==> src/crar_pkg.sv <==
// Shared constants and types for the compatibility region address router.
// Assumes a 28-bit processor memory address and a 32-bit register port.
package crar_pkg;
    // Widths
    localparam int ADDR_W = 28;
    localparam int DATA_W = 32;
    localparam int RA_W = 5;
    localparam int CNT_W = 16;

    // Compatibility region boundaries (inclusive tops)
    localparam logic [ADDR_W-1:0] DOS_TOP = 28'h007FFFF;
    localparam logic [ADDR_W-1:0] ISA_BASE = 28'h0080000;
    localparam logic [ADDR_W-1:0] ISA_TOP = 28'h009FFFF;
    localparam logic [ADDR_W-1:0] VGA_BASE = 28'h00A0000;
    localparam logic [ADDR_W-1:0] VGA_TOP = 28'h00BFFFF;
    localparam logic [ADDR_W-1:0] VBIOS_BASE = 28'h00C0000;
    localparam logic [ADDR_W-1:0] VBIOS_TOP = 28'h00C7FFF;
    localparam logic [ADDR_W-1:0] EXP_TOP = 28'h00DFFFF;
    localparam logic [ADDR_W-1:0] SYSE_BASE = 28'h00E0000;
    localparam logic [ADDR_W-1:0] SYSE_TOP = 28'h00EFFFF;
    localparam logic [ADDR_W-1:0] SYSF_BASE = 28'h00F0000;
    localparam logic [ADDR_W-1:0] COMPAT_TOP = 28'h00FFFFF;
    // Optional 1MB hole at 15MB, extended memory ends at the top of the space
    localparam logic [ADDR_W-1:0] HOLE_BASE = 28'h0F00000;
    localparam logic [ADDR_W-1:0] HOLE_TOP = 28'h0FFFFFF;
    localparam logic [ADDR_W-1:0] EXT_TOP = 28'hFFFFFFF;

    // 16KB segment index fields
    localparam int SEG_LSB = 14;
    localparam int C_IDX_MSB = 16;
    localparam int E_IDX_MSB = 15;

    // Register offsets (byte addresses)
    localparam logic [RA_W-1:0] REG_CTRL = 5'h00;
    localparam logic [RA_W-1:0] REG_ATTR_C = 5'h04;
    localparam logic [RA_W-1:0] REG_ATTR_E = 5'h08;
    localparam logic [RA_W-1:0] REG_MGMT = 5'h0C;
    localparam logic [RA_W-1:0] REG_STAT = 5'h10;
    localparam logic [RA_W-1:0] REG_CNT_DRAM = 5'h14;
    localparam logic [RA_W-1:0] REG_CNT_PCI = 5'h18;
    localparam logic [RA_W-1:0] REG_CNT_NONE = 5'h1C;

    // Field layouts
    localparam int CTRL_ISA_BIT = 0;
    localparam int CTRL_HOLE_BIT = 1;
    localparam int ATTR_RE = 0;
    localparam int ATTR_WE = 1;
    localparam int ATTR_C_W = 16;
    localparam int ATTR_E_W = 10;
    localparam int ATTR_F_LSB = 8;
    localparam int MGMT_EN_BIT = 0;
    localparam int MGMT_BASE_LSB = 17;
    localparam int MGMT_BASE_W = ADDR_W - MGMT_BASE_LSB;
    localparam int STAT_RGN_LSB = 0;
    localparam int STAT_TGT_LSB = 4;
    localparam int STAT_SEEN_BIT = 8;

    // Reset values: attributes clear, so everything shadowable goes to PCI
    localparam logic [ATTR_C_W-1:0] ATTR_C_RST = 16'h0000;
    localparam logic [ATTR_E_W-1:0] ATTR_E_RST = 10'h000;
    localparam logic [MGMT_BASE_W-1:0] MGMT_BASE_RST = 11'h005;

    typedef enum logic [1:0] {TGT_DRAM, TGT_PCI, TGT_NONE} crar_target_t;
    typedef enum logic [3:0] {
        RGN_DOS, RGN_ISA, RGN_VGA, RGN_VBIOS, RGN_EXP, RGN_SYSE, RGN_SYSF, RGN_EXT, RGN_HOLE
    } crar_region_t;

    // Processor memory request
    typedef struct packed {
        logic valid;
        logic write;
        logic system_management_mode;
        logic [ADDR_W-1:0] addr;
    } crar_req_t;

    // Routing decision handed to the memory and PCI sides
    typedef struct packed {
        logic valid;
        logic write;
        crar_target_t target;
        crar_region_t region;
        logic [ADDR_W-1:0] addr;
    } crar_route_t;

    // Register port request
    typedef struct packed {
        logic [RA_W-1:0] addr;
        logic [DATA_W-1:0] wdata;
        logic wr;
        logic rd;
    } crar_regbus_t;
endpackage

==> src/crar_region_decode.sv <==
// Combinational address decoder for the router: region and target of one access.
// Assumes attribute and placement fields come from registers of the same clock.
`timescale 1ns/1ps
module crar_region_decode (
    // Access
    input wire logic [crar_pkg::ADDR_W-1:0] addr,
    input wire logic write,
    input wire logic system_management_mode,
    // Configuration
    input wire logic isa_to_dram,
    input wire logic hole_to_pci,
    input wire logic [crar_pkg::ATTR_C_W-1:0] attr_c,
    input wire logic [crar_pkg::ATTR_E_W-1:0] attr_e,
    input wire logic mgmt_ram_en,
    input wire logic [crar_pkg::MGMT_BASE_W-1:0] mgmt_ram_base,
    // Decision
    output crar_pkg::crar_region_t region,
    output crar_pkg::crar_target_t target
);
    import crar_pkg::*;

    // Segment indices inside the expansion and system areas
    logic [C_IDX_MSB-SEG_LSB:0] c_idx;
    logic [E_IDX_MSB-SEG_LSB:0] e_idx;
    assign c_idx = addr[C_IDX_MSB:SEG_LSB];
    assign e_idx = addr[E_IDX_MSB:SEG_LSB];

    // Read follows the read enable, write the write enable; clear goes to PCI
    function automatic crar_target_t pick(input logic [1:0] rw, input logic wr); // RL14
        if (wr) begin
            pick = rw[ATTR_WE] ? TGT_DRAM : TGT_PCI; // RL16
        end else begin
            pick = rw[ATTR_RE] ? TGT_DRAM : TGT_PCI; // RL16
        end
    endfunction

    // Fixed sub-regions first, then attributes, then the management override
    always_comb begin
        region = RGN_EXT; // RL12
        target = TGT_DRAM;
        if (addr <= DOS_TOP) begin
            region = RGN_DOS; // RL1
            target = TGT_DRAM; // RL2
        end else if (addr <= ISA_TOP) begin
            region = RGN_ISA;
            target = isa_to_dram ? TGT_DRAM : TGT_PCI; // RL3
        end else if (addr <= VGA_TOP) begin
            region = RGN_VGA;
            target = TGT_PCI; // RL4
        end else if (addr <= VBIOS_TOP) begin
            region = RGN_VBIOS; // RL7
            target = pick(attr_c[2*c_idx +: 2], write);
        end else if (addr <= EXP_TOP) begin
            region = RGN_EXP;
            target = pick(attr_c[2*c_idx +: 2], write); // RL8
        end else if (addr <= SYSE_TOP) begin
            region = RGN_SYSE;
            target = pick(attr_e[2*e_idx +: 2], write); // RL9
        end else if (addr <= COMPAT_TOP) begin
            region = RGN_SYSF;
            target = pick(attr_e[ATTR_F_LSB +: 2], write); // RL10
        end else if (hole_to_pci && addr >= HOLE_BASE && addr <= HOLE_TOP) begin
            region = RGN_HOLE;
            target = TGT_PCI; // RL15
        end
        // Management space: a gap that the enable opens to memory or hides
        if (system_management_mode && addr[ADDR_W-1:MGMT_BASE_LSB] == mgmt_ram_base) begin
            target = mgmt_ram_en ? TGT_DRAM : TGT_NONE; // RL6
        end
    end
endmodule

==> src/crar_router.sv <==
// Compatibility region address router: registers, decode pipeline, statistics.
// Assumes requests and the register port are driven by logic on this clock.
//
// Behaviour
// RL1 - First megabyte decoded as compatibility region
// RL2 - Lowest 512KB always goes to main memory; the code lets a management space placed there override it in SMM
// RL3 - ISA window selectable: memory or PCI
// RL4 - Graphics area forwarded to PCI video
// RL5 - Management space defaults onto graphics area
// RL6 - Management space relocatable through management register
// RL7 - Video option ROM span decoded separately
// RL8 - Expansion area split into attributed 16KB segments
// RL9 - Four 16KB system blocks with read/write enables
// RL10 - Top 64KB one block, PCI or shadow
// RL11 - After reset top block routes to PCI
// RL12 - Everything above 1MB is extended memory
// RL13 - Each region's attributes programmed independently
// RL14 - Shadow copy: read ROM, write RAM, then swap
// RL15 - Optional 1MB hole at 15MB to PCI
// RL16 - Enables pick memory per direction, else PCI
//
// Local design decisions: the address map and the strobed register port.
`timescale 1ns/1ps
module crar_router (
    // Clock and reset
    input wire logic clock,
    input wire logic rst_b,
    // Processor request
    input crar_pkg::crar_req_t req,
    // Register port
    input crar_pkg::crar_regbus_t regbus,
    output logic [crar_pkg::DATA_W-1:0] rdata,
    // Routing decision
    output crar_pkg::crar_route_t route
);
    import crar_pkg::*;

    // Control bits
    logic isa_to_dram; // ISA window to memory when set
    logic hole_to_pci; // Hole at 15MB sent to PCI when set
    // Attribute registers, one enable pair per block
    logic [ATTR_C_W-1:0] block_attribute_register_c;
    logic [ATTR_E_W-1:0] block_attribute_register_e;
    // Management space placement
    logic mgmt_ram_en;
    logic [MGMT_BASE_W-1:0] mgmt_ram_base;
    // Status and statistics
    crar_region_t last_region;
    crar_target_t last_target;
    logic seen;
    logic [CNT_W-1:0] cnt_dram;
    logic [CNT_W-1:0] cnt_pci;
    logic [CNT_W-1:0] cnt_none;
    // Decoder results for the current request
    crar_region_t dec_region;
    crar_target_t dec_target;
    // Register port strobes per offset
    logic wr_ctrl;
    logic wr_attr_c;
    logic wr_attr_e;
    logic wr_mgmt;
    logic next_rd_hit;
    logic [DATA_W-1:0] next_rdata;

    // Counter step: a write clear and an event in the same cycle leave one
    function automatic logic [CNT_W-1:0] bump(input logic [CNT_W-1:0] cnt,
                                              input logic clr, input logic ev);
        logic [CNT_W-1:0] base;
        base = clr ? '0 : cnt;
        bump = ev ? base + CNT_W'(1) : base;
    endfunction

    // Write strobes, decoded by address
    always_comb begin
        wr_ctrl = 1'b0;
        wr_attr_c = 1'b0;
        wr_attr_e = 1'b0;
        wr_mgmt = 1'b0;
        if (regbus.wr && regbus.addr == REG_CTRL) begin
            wr_ctrl = 1'b1;
        end else if (regbus.wr && regbus.addr == REG_ATTR_C) begin
            wr_attr_c = 1'b1;
        end else if (regbus.wr && regbus.addr == REG_ATTR_E) begin
            wr_attr_e = 1'b1;
        end else if (regbus.wr && regbus.addr == REG_MGMT) begin
            wr_mgmt = 1'b1;
        end
    end

    // Control register: window and hole steering
    always_ff @(posedge clock or negedge rst_b) begin
        if (!rst_b) begin
            isa_to_dram <= 1'b0;
            hole_to_pci <= 1'b0;
        end else if (wr_ctrl) begin
            isa_to_dram <= regbus.wdata[CTRL_ISA_BIT]; // RL3
            hole_to_pci <= regbus.wdata[CTRL_HOLE_BIT]; // RL15
        end
    end

    // Expansion area attributes; each segment stands alone
    always_ff @(posedge clock or negedge rst_b) begin
        if (!rst_b) begin
            block_attribute_register_c <= ATTR_C_RST;
        end else if (wr_attr_c) begin
            block_attribute_register_c <= regbus.wdata[ATTR_C_W-1:0]; // RL13
        end
    end

    // System area attributes; reset leaves the boot block on PCI
    always_ff @(posedge clock or negedge rst_b) begin
        if (!rst_b) begin
            block_attribute_register_e <= ATTR_E_RST; // RL11
        end else if (wr_attr_e) begin
            block_attribute_register_e <= regbus.wdata[ATTR_E_W-1:0]; // RL13
        end
    end

    // Management space placement, default over the graphics area
    always_ff @(posedge clock or negedge rst_b) begin
        if (!rst_b) begin
            mgmt_ram_en <= 1'b0;
            mgmt_ram_base <= MGMT_BASE_RST; // RL5
        end else if (wr_mgmt) begin
            mgmt_ram_en <= regbus.wdata[MGMT_EN_BIT];
            mgmt_ram_base <= regbus.wdata[MGMT_BASE_LSB +: MGMT_BASE_W]; // RL6
        end
    end

    // Address decoder shared by reads and writes
    crar_region_decode u_decode (
        .addr(req.addr),
        .write(req.write),
        .system_management_mode(req.system_management_mode),
        .isa_to_dram(isa_to_dram),
        .hole_to_pci(hole_to_pci),
        .attr_c(block_attribute_register_c),
        .attr_e(block_attribute_register_e),
        .mgmt_ram_en(mgmt_ram_en),
        .mgmt_ram_base(mgmt_ram_base),
        .region(dec_region),
        .target(dec_target)
    );

    // Routing decision: one cycle after the request, for one cycle
    // Registering costs a cycle but keeps the downstream selects glitch free
    always_ff @(posedge clock or negedge rst_b) begin
        if (!rst_b) begin
            route <= '0;
        end else begin
            route.valid <= req.valid;
            route.write <= req.write;
            route.target <= dec_target; // RL14
            route.region <= dec_region; // RL12
            route.addr <= req.addr;
        end
    end

    // Status of the latest routed access
    always_ff @(posedge clock or negedge rst_b) begin
        if (!rst_b) begin
            last_region <= RGN_DOS;
            last_target <= TGT_DRAM;
            seen <= 1'b0;
        end else if (req.valid) begin
            last_region <= dec_region;
            last_target <= dec_target;
            seen <= 1'b1;
        end
    end

    // Per-target counters; writing a counter offset clears it
    always_ff @(posedge clock or negedge rst_b) begin
        if (!rst_b) begin
            cnt_dram <= '0;
            cnt_pci <= '0;
            cnt_none <= '0;
        end else begin
            cnt_dram <= bump(cnt_dram, regbus.wr && regbus.addr == REG_CNT_DRAM,
                             req.valid && dec_target == TGT_DRAM);
            cnt_pci <= bump(cnt_pci, regbus.wr && regbus.addr == REG_CNT_PCI,
                            req.valid && dec_target == TGT_PCI);
            cnt_none <= bump(cnt_none, regbus.wr && regbus.addr == REG_CNT_NONE,
                             req.valid && dec_target == TGT_NONE);
        end
    end

    // Read mux; unmapped offsets answer zero
    always_comb begin
        next_rdata = '0;
        if (regbus.addr == REG_CTRL) begin
            next_rdata[CTRL_ISA_BIT] = isa_to_dram;
            next_rdata[CTRL_HOLE_BIT] = hole_to_pci;
        end else if (regbus.addr == REG_ATTR_C) begin
            next_rdata[ATTR_C_W-1:0] = block_attribute_register_c;
        end else if (regbus.addr == REG_ATTR_E) begin
            next_rdata[ATTR_E_W-1:0] = block_attribute_register_e;
        end else if (regbus.addr == REG_MGMT) begin
            next_rdata[MGMT_EN_BIT] = mgmt_ram_en;
            next_rdata[MGMT_BASE_LSB +: MGMT_BASE_W] = mgmt_ram_base;
        end else if (regbus.addr == REG_STAT) begin
            next_rdata[STAT_RGN_LSB +: 4] = last_region;
            next_rdata[STAT_TGT_LSB +: 2] = last_target;
            next_rdata[STAT_SEEN_BIT] = seen;
        end else if (regbus.addr == REG_CNT_DRAM) begin
            next_rdata = DATA_W'(cnt_dram);
        end else if (regbus.addr == REG_CNT_PCI) begin
            next_rdata = DATA_W'(cnt_pci);
        end else if (regbus.addr == REG_CNT_NONE) begin
            next_rdata = DATA_W'(cnt_none);
        end
    end

    // Read data stand only in the cycle after the strobe, zero otherwise
    assign next_rd_hit = regbus.rd;
    always_ff @(posedge clock or negedge rst_b) begin
        if (!rst_b) begin
            rdata <= '0;
        end else begin
            rdata <= next_rd_hit ? next_rdata : '0;
        end
    end

    // Checks on the routing decision

    // Low area fixed
    property p_dos_dram;
        @(posedge clock) disable iff (!rst_b)
        req.valid && !req.system_management_mode && req.addr <= DOS_TOP
        |=> route.valid && route.target == TGT_DRAM && route.region == RGN_DOS;
    endproperty
    a_dos_dram: assert property (p_dos_dram) else $error("low area not to memory"); // RL2

    // Window follows its control bit
    property p_isa_select;
        @(posedge clock) disable iff (!rst_b)
        req.valid && !req.system_management_mode && req.addr >= ISA_BASE
        && req.addr <= ISA_TOP
        |=> route.target == ($past(isa_to_dram) ? TGT_DRAM : TGT_PCI);
    endproperty
    a_isa_select: assert property (p_isa_select) else $error("ISA window misrouted"); // RL3

    // Graphics on PCI outside management mode
    property p_vga_pci;
        @(posedge clock) disable iff (!rst_b)
        req.valid && !req.system_management_mode && req.addr >= VGA_BASE
        && req.addr <= VGA_TOP
        |=> route.target == TGT_PCI;
    endproperty
    a_vga_pci: assert property (p_vga_pci) else $error("graphics area not on PCI"); // RL4

    // Placement after reset
    property p_mgmt_default;
        @(posedge clock) disable iff (!rst_b)
        $rose(rst_b) |-> mgmt_ram_base == MGMT_BASE_RST;
    endproperty
    a_mgmt_default: assert property (p_mgmt_default) else $error("bad placement"); // RL5

    // Management gap
    property p_mgmt_gap;
        @(posedge clock) disable iff (!rst_b)
        req.valid && req.system_management_mode
        && req.addr[ADDR_W-1:MGMT_BASE_LSB] == mgmt_ram_base
        |=> route.target == ($past(mgmt_ram_en) ? TGT_DRAM : TGT_NONE);
    endproperty
    a_mgmt_gap: assert property (p_mgmt_gap) else $error("management space misrouted"); // RL6

    // System block reads; route.addr echoes the request address
    property p_sys_read;
        @(posedge clock) disable iff (!rst_b)
        req.valid && !req.write && !req.system_management_mode
        && req.addr >= SYSE_BASE && req.addr <= SYSE_TOP
        |=> route.target == ((($past(block_attribute_register_e)
            >> (2*route.addr[E_IDX_MSB:SEG_LSB] + ATTR_RE)) & ATTR_E_W'(1)) != '0
            ? TGT_DRAM : TGT_PCI);
    endproperty
    a_sys_read: assert property (p_sys_read) else $error("system block read misrouted"); // RL9

    // Boot block on PCI
    property p_boot_pci;
        @(posedge clock) disable iff (!rst_b)
        req.valid && !req.system_management_mode && req.addr >= SYSF_BASE
        && req.addr <= COMPAT_TOP && block_attribute_register_e == ATTR_E_RST
        |=> route.target == TGT_PCI && route.region == RGN_SYSF;
    endproperty
    a_boot_pci: assert property (p_boot_pci) else $error("boot block not on PCI"); // RL11

    // Expansion writes
    property p_shadow_write;
        @(posedge clock) disable iff (!rst_b)
        req.valid && req.write && !req.system_management_mode
        && req.addr >= VBIOS_BASE && req.addr <= EXP_TOP
        |=> route.target == ((($past(block_attribute_register_c)
            >> (2*route.addr[C_IDX_MSB:SEG_LSB] + ATTR_WE)) & ATTR_C_W'(1)) != '0
            ? TGT_DRAM : TGT_PCI);
    endproperty
    a_shadow_write: assert property (p_shadow_write) else $error("shadow write misrouted"); // RL14

    // Above 1MB to memory
    property p_ext_dram;
        @(posedge clock) disable iff (!rst_b)
        req.valid && !req.system_management_mode && req.addr > COMPAT_TOP
        && !(hole_to_pci && req.addr >= HOLE_BASE && req.addr <= HOLE_TOP)
        |=> route.target == TGT_DRAM && route.region == RGN_EXT;
    endproperty
    a_ext_dram: assert property (p_ext_dram) else $error("extended memory misrouted"); // RL12

    // Hole to PCI
    property p_hole_pci;
        @(posedge clock) disable iff (!rst_b)
        req.valid && !req.system_management_mode && hole_to_pci
        && req.addr >= HOLE_BASE && req.addr <= HOLE_TOP
        |=> route.target == TGT_PCI && route.region == RGN_HOLE;
    endproperty
    a_hole_pci: assert property (p_hole_pci) else $error("hole not on PCI"); // RL15

    // Option ROM span keeps its own region
    property p_vbios_region;
        @(posedge clock) disable iff (!rst_b)
        req.valid && req.addr >= VBIOS_BASE && req.addr <= VBIOS_TOP
        |=> route.region == RGN_VBIOS;
    endproperty
    a_vbios_region: assert property (p_vbios_region) else $error("ROM span misdecoded"); // RL7

    // Nothing in the first megabyte decodes as extended memory
    property p_compat_span;
        @(posedge clock) disable iff (!rst_b)
        req.valid && req.addr <= COMPAT_TOP
        |=> route.region != RGN_EXT && route.region != RGN_HOLE;
    endproperty
    a_compat_span: assert property (p_compat_span) else $error("first megabyte misdecoded"); // RL1

    // Scenarios worth seeing
    c_mgmt_hit: cover property (@(posedge clock) disable iff (!rst_b)
        req.valid && req.system_management_mode && mgmt_ram_en);
    c_hole: cover property (@(posedge clock) disable iff (!rst_b)
        route.valid && route.region == RGN_HOLE);
    c_shadow: cover property (@(posedge clock) disable iff (!rst_b)
        route.valid && route.write && route.region == RGN_EXP && route.target == TGT_DRAM);
    c_isa_dram: cover property (@(posedge clock) disable iff (!rst_b)
        route.valid && route.region == RGN_ISA && route.target == TGT_DRAM);
    c_boot_fetch: cover property (@(posedge clock) disable iff (!rst_b)
        route.valid && route.region == RGN_SYSF && route.target == TGT_PCI);
endmodule

==> config.mk <==
export PLATFORM = sky130hd
export DESIGN_NAME = crar_router
export DESIGN_NICKNAME = d
export VERILOG_FILES = /design/src/crar_pkg.sv /design/src/crar_region_decode.sv /design/src/crar_router.sv
export SDC_FILE = /design/constraint.sdc
export NUM_CORES = 1
export LEC_CHECK = 0
export ABC_AREA = 1
export ABC_CLOCK_PERIOD_IN_PS = 4600
export BUFFER_PORTS_ARGS = -buffer_cell sky130_fd_sc_hd__buf_2
export CORE_MARGIN = 2
export CORE_UTILIZATION = 50
export DETAILED_ROUTE_END_ITERATION = 8
export PLACE_DENSITY = 0.68
export SKIP_LAST_GASP = 1
export SLEW_MARGIN = 40
export SYNTH_ARGS = -nofsm -noshare
export SYNTH_HDL_FRONTEND = slang
export SYNTH_SLANG_ARGS = --single-unit
==> constraint.sdc <==
create_clock -name clock -period 4.6 [get_ports clock]
set_clock_uncertainty 0.05 [all_clocks]
set_input_delay 0 -clock clock [delete_from_list [all_inputs] [get_ports clock]]
set_output_delay 0 -clock clock [all_outputs]
set_load 0.005 [all_outputs]
==> impl_metrics.yaml <==
outcome:
  status: "completed"
die:
  dieWidth_um: 132
  die_height_um: 132
  rows: 46
  pin_count: 140
  core_area_um2: 15900
  die-area_um2: 17300
  initial_utilization_pct: 51.3
clocking:
  clk_latency_ns: 0.44
  post_cts_resized: 0
  cts.sinks: 158
  post_cts_buffers: 0
  root_buffer: "clkbuf_16"
  cts_buffers: 17
  clk_pin_slew_ns: 0.07
  cts_htree_levels: 4
  cts_tree: "done"
  ctsLongestPathBuffers: 2
yosys:
  synth_ff_type: "dfrtp_1"
  synth_cell_types: 51
  synth_top_area_cell: "dfrtp_1"
  synth_top_cells_by_count: "313 x nand2_1, 156 x dfrtp_1, 119 x inv_1"
  synth_edf_count: 0
  syn_avg_cell_area_um2: 7.94
  syn-instance-count: 1026
  synth_area_um2: 8150
  synth.ff_latch_count: 158
  synth_most_common_cell: "nand2_1"
  ys_top_cells_by_area: "dfrtp_1 48%, nand2_1 14%, inv_1 5.5%, nor2_1 4.5%, nand3_1 3.6%"
  ys_seq_area_share_pct: 48.6
  synth_warnings: 0
  synthArstFlopShare_pct: 100
  synth_top_area_share_pct: 47.9
critical_path:
  end_kind: "flop"
  critical_path.top_delay_family: "simple AND/OR/NAND/NOR gates"
  crit_chain: "dlygate4sd3_1 > buf_2 > nor2_4 > nand2_1 > nor3_4 > nand2_4 > nand2_1 > inv_1 > ha_1 > nand4_1 > nor2_1 > nand3b_1 > nor2_1 > o21ai_1 > nand2_1"
  path_max_fanout: 19
  r2r_slack_ns: 2.25
  crit_top_cell: "nand2_1"
  slowest_stage: "dlygate4sd3_1"
  worstSetupPathType: "in -> reg"
  required_ns: 4.88
  crit_path_max_incr_delay_ns: 0.53
  cp.arrival_ns: 2.95
  startpoint_type: "input pin"
  critical_path_buf_inv_count: 3
detailed_routing:
  drtAntennaViolNets: 0
  wl_met1_um: 9850
  wl_met2_um: 10100
  num_vias: 7344
  drcViolationCount: 0
  wl_met3_um: 1320
  initialDrtViolationCount: 559
  wirelength_um: 21700
  viasPerCell: 5.10
  drt-wirelength-per-cell_um: 15.1
  dr.pass1.iters: 5
  highest_layer: "met4"
global_routing:
  antenna_found_initial: 0
  grt_pass1_wl_um: 35500
  gr-total-overflow: 0
  track_usage_pct: 25.8
  grt_max_degree: 61
  grt_pass1_vias: 6976
job:
  drv_cap: 0
final_layout:
  area_delta_synth_final_pct: 24.7
  layout-drive-gt1-share_pct: 18.0
  fill_cells: 1406
  finish.net_count: 1286
  n_antenna_cell: 0
power:
  power.leakage_nw: 5.11
  vdd_drop_max_mv: 0.272
  power.density_nw_per_um2: 356
  fin_total_pwr_mw: 3.61
hold_path:
  hold_class: "in -> async"
sta:
  period_needed_ns: 2.68
  setup_tns_ns: 0
  final.period_utilization_pct: 58.2
  maxSlewHeadroom_pct: 52.4
  drv_slew: 0
  hold_violations: 0
  grt_setup_unrepaired: "false"
  fmaxAchievable_ghz: 0.374
  setup_violations: 0
  worst_pin_slew_ns: 0.713
placement:
  gpl.final_weighted_congestion: 0.883
  hpwl_um: 15200
  port_buffers: 129
## through the flow
step           setup WS, ns  cells  utilization, %  hold WS [ns]  cell area [um^2]
4_1_cts                1.96   1439            63.8        0.0158             10100
3_3_place_gp           2.11   1344            55.9       -0.0709              8880
6_report               1.92   1440            63.9        0.0202             10200
5_1_grt                1.65   1440            63.9        0.0507             10200
3_5_place_dp           2.06   1344            56.0       -0.0694              8890
2_1_floorplan          2.78   1030               -        -0.346              8160
## path summary, 6_finish.rpt
path / start / end / depth (start not counted)
worst max-delay path: regbus[35] / cnt_dram[10] / 15
worst min-delay path: rst_b / rdata[26] / 2
worst max register to register: mgmt_ram_base[0] / cnt_none[15] / 11
worst min register to register: seen / seen / 1
max in group asynchronous: rst_b / cnt_dram[6] / 3
min in group clock: req[28] / cnt_none[1] / 5
## power by group
group | internal (mW) | switching (mW) | total (mW)
Combinational | 0.216 | 0.321 | 0.537
Sequential | 1.52 | 0.0950 | 1.62
Clock | 0.784 | 0.674 | 1.46
Total | 2.52 | 1.09 | 3.61
## per-layer routing
layer	GRT usage, %	up-vias
met3	4.71	31
met5	0	-
met1	35.6	3448
met2	41.5	240
met4	7.67	0
li1	-	3625
## layout make-up
cell class                      count  area, um^2  share of cell area, %
Clock inverter                     15         183                   1.80
Clock buffer                       17         425                   4.19
Sequential cell                   158        3960                   39.0
Inverter                          130         488                   4.81
Multi-Input combinational cell    709        3510                   34.5
Timing Repair Buffer              195        1330                   13.0
Tap cell                          216         270                   2.66
## layout by cell type, fill, tap and decap left out, drive strengths merged, types with 4 or more instances in the layout
master and instances:
xnor2 9, or2 4, nand3 66, conb 5
nand2 321, dfrtp 156, nand4 20, o22ai 9
o21bai 6, dlygate4sd3 63, buf 132, mux2 5
a31oi 8, a41oi 4, clkinv 7, xor2 18
clkbuf 17, nor2 111, inv 137, and2 4
nor3 19, a21oi 23, o21ai 59
## cells by family (layout without fill, tap and decap cells)
family	after synthesis	count (layout)	share of synthesized area, %
and+or+nand+nor	551	551	30.4
buffers and inverters	163	357	8.63
DFF	158	158	48.6
AOI/OAI and AO/OA	118	118	8.31
xor gates and xnor gates	27	27	2.90
muxes	5	5	0.691
adders and majority gates	3	3	0.461
other	1	5	0.0460
## registers in the layout, indices dropped and copies added, names as in the netlist, 10 cells and up
| name | cells |
|---|---|
| block_attribute_register_c | 16 |
| block_attribute_register_e | 10 |
| cnt_dram | 16 |
| cnt_none | 16 |
| cnt_pci | 16 |
| mgmt_ram_base | 11 |
| rdata | 27 |
| route | 36 |
## repair_timing
action                                  CTS  global route
hold buffers                             63             0
hold endpoints to repair                134             0
endpoints found under the setup margin    0             0
(Power assumes the default switching activity.)
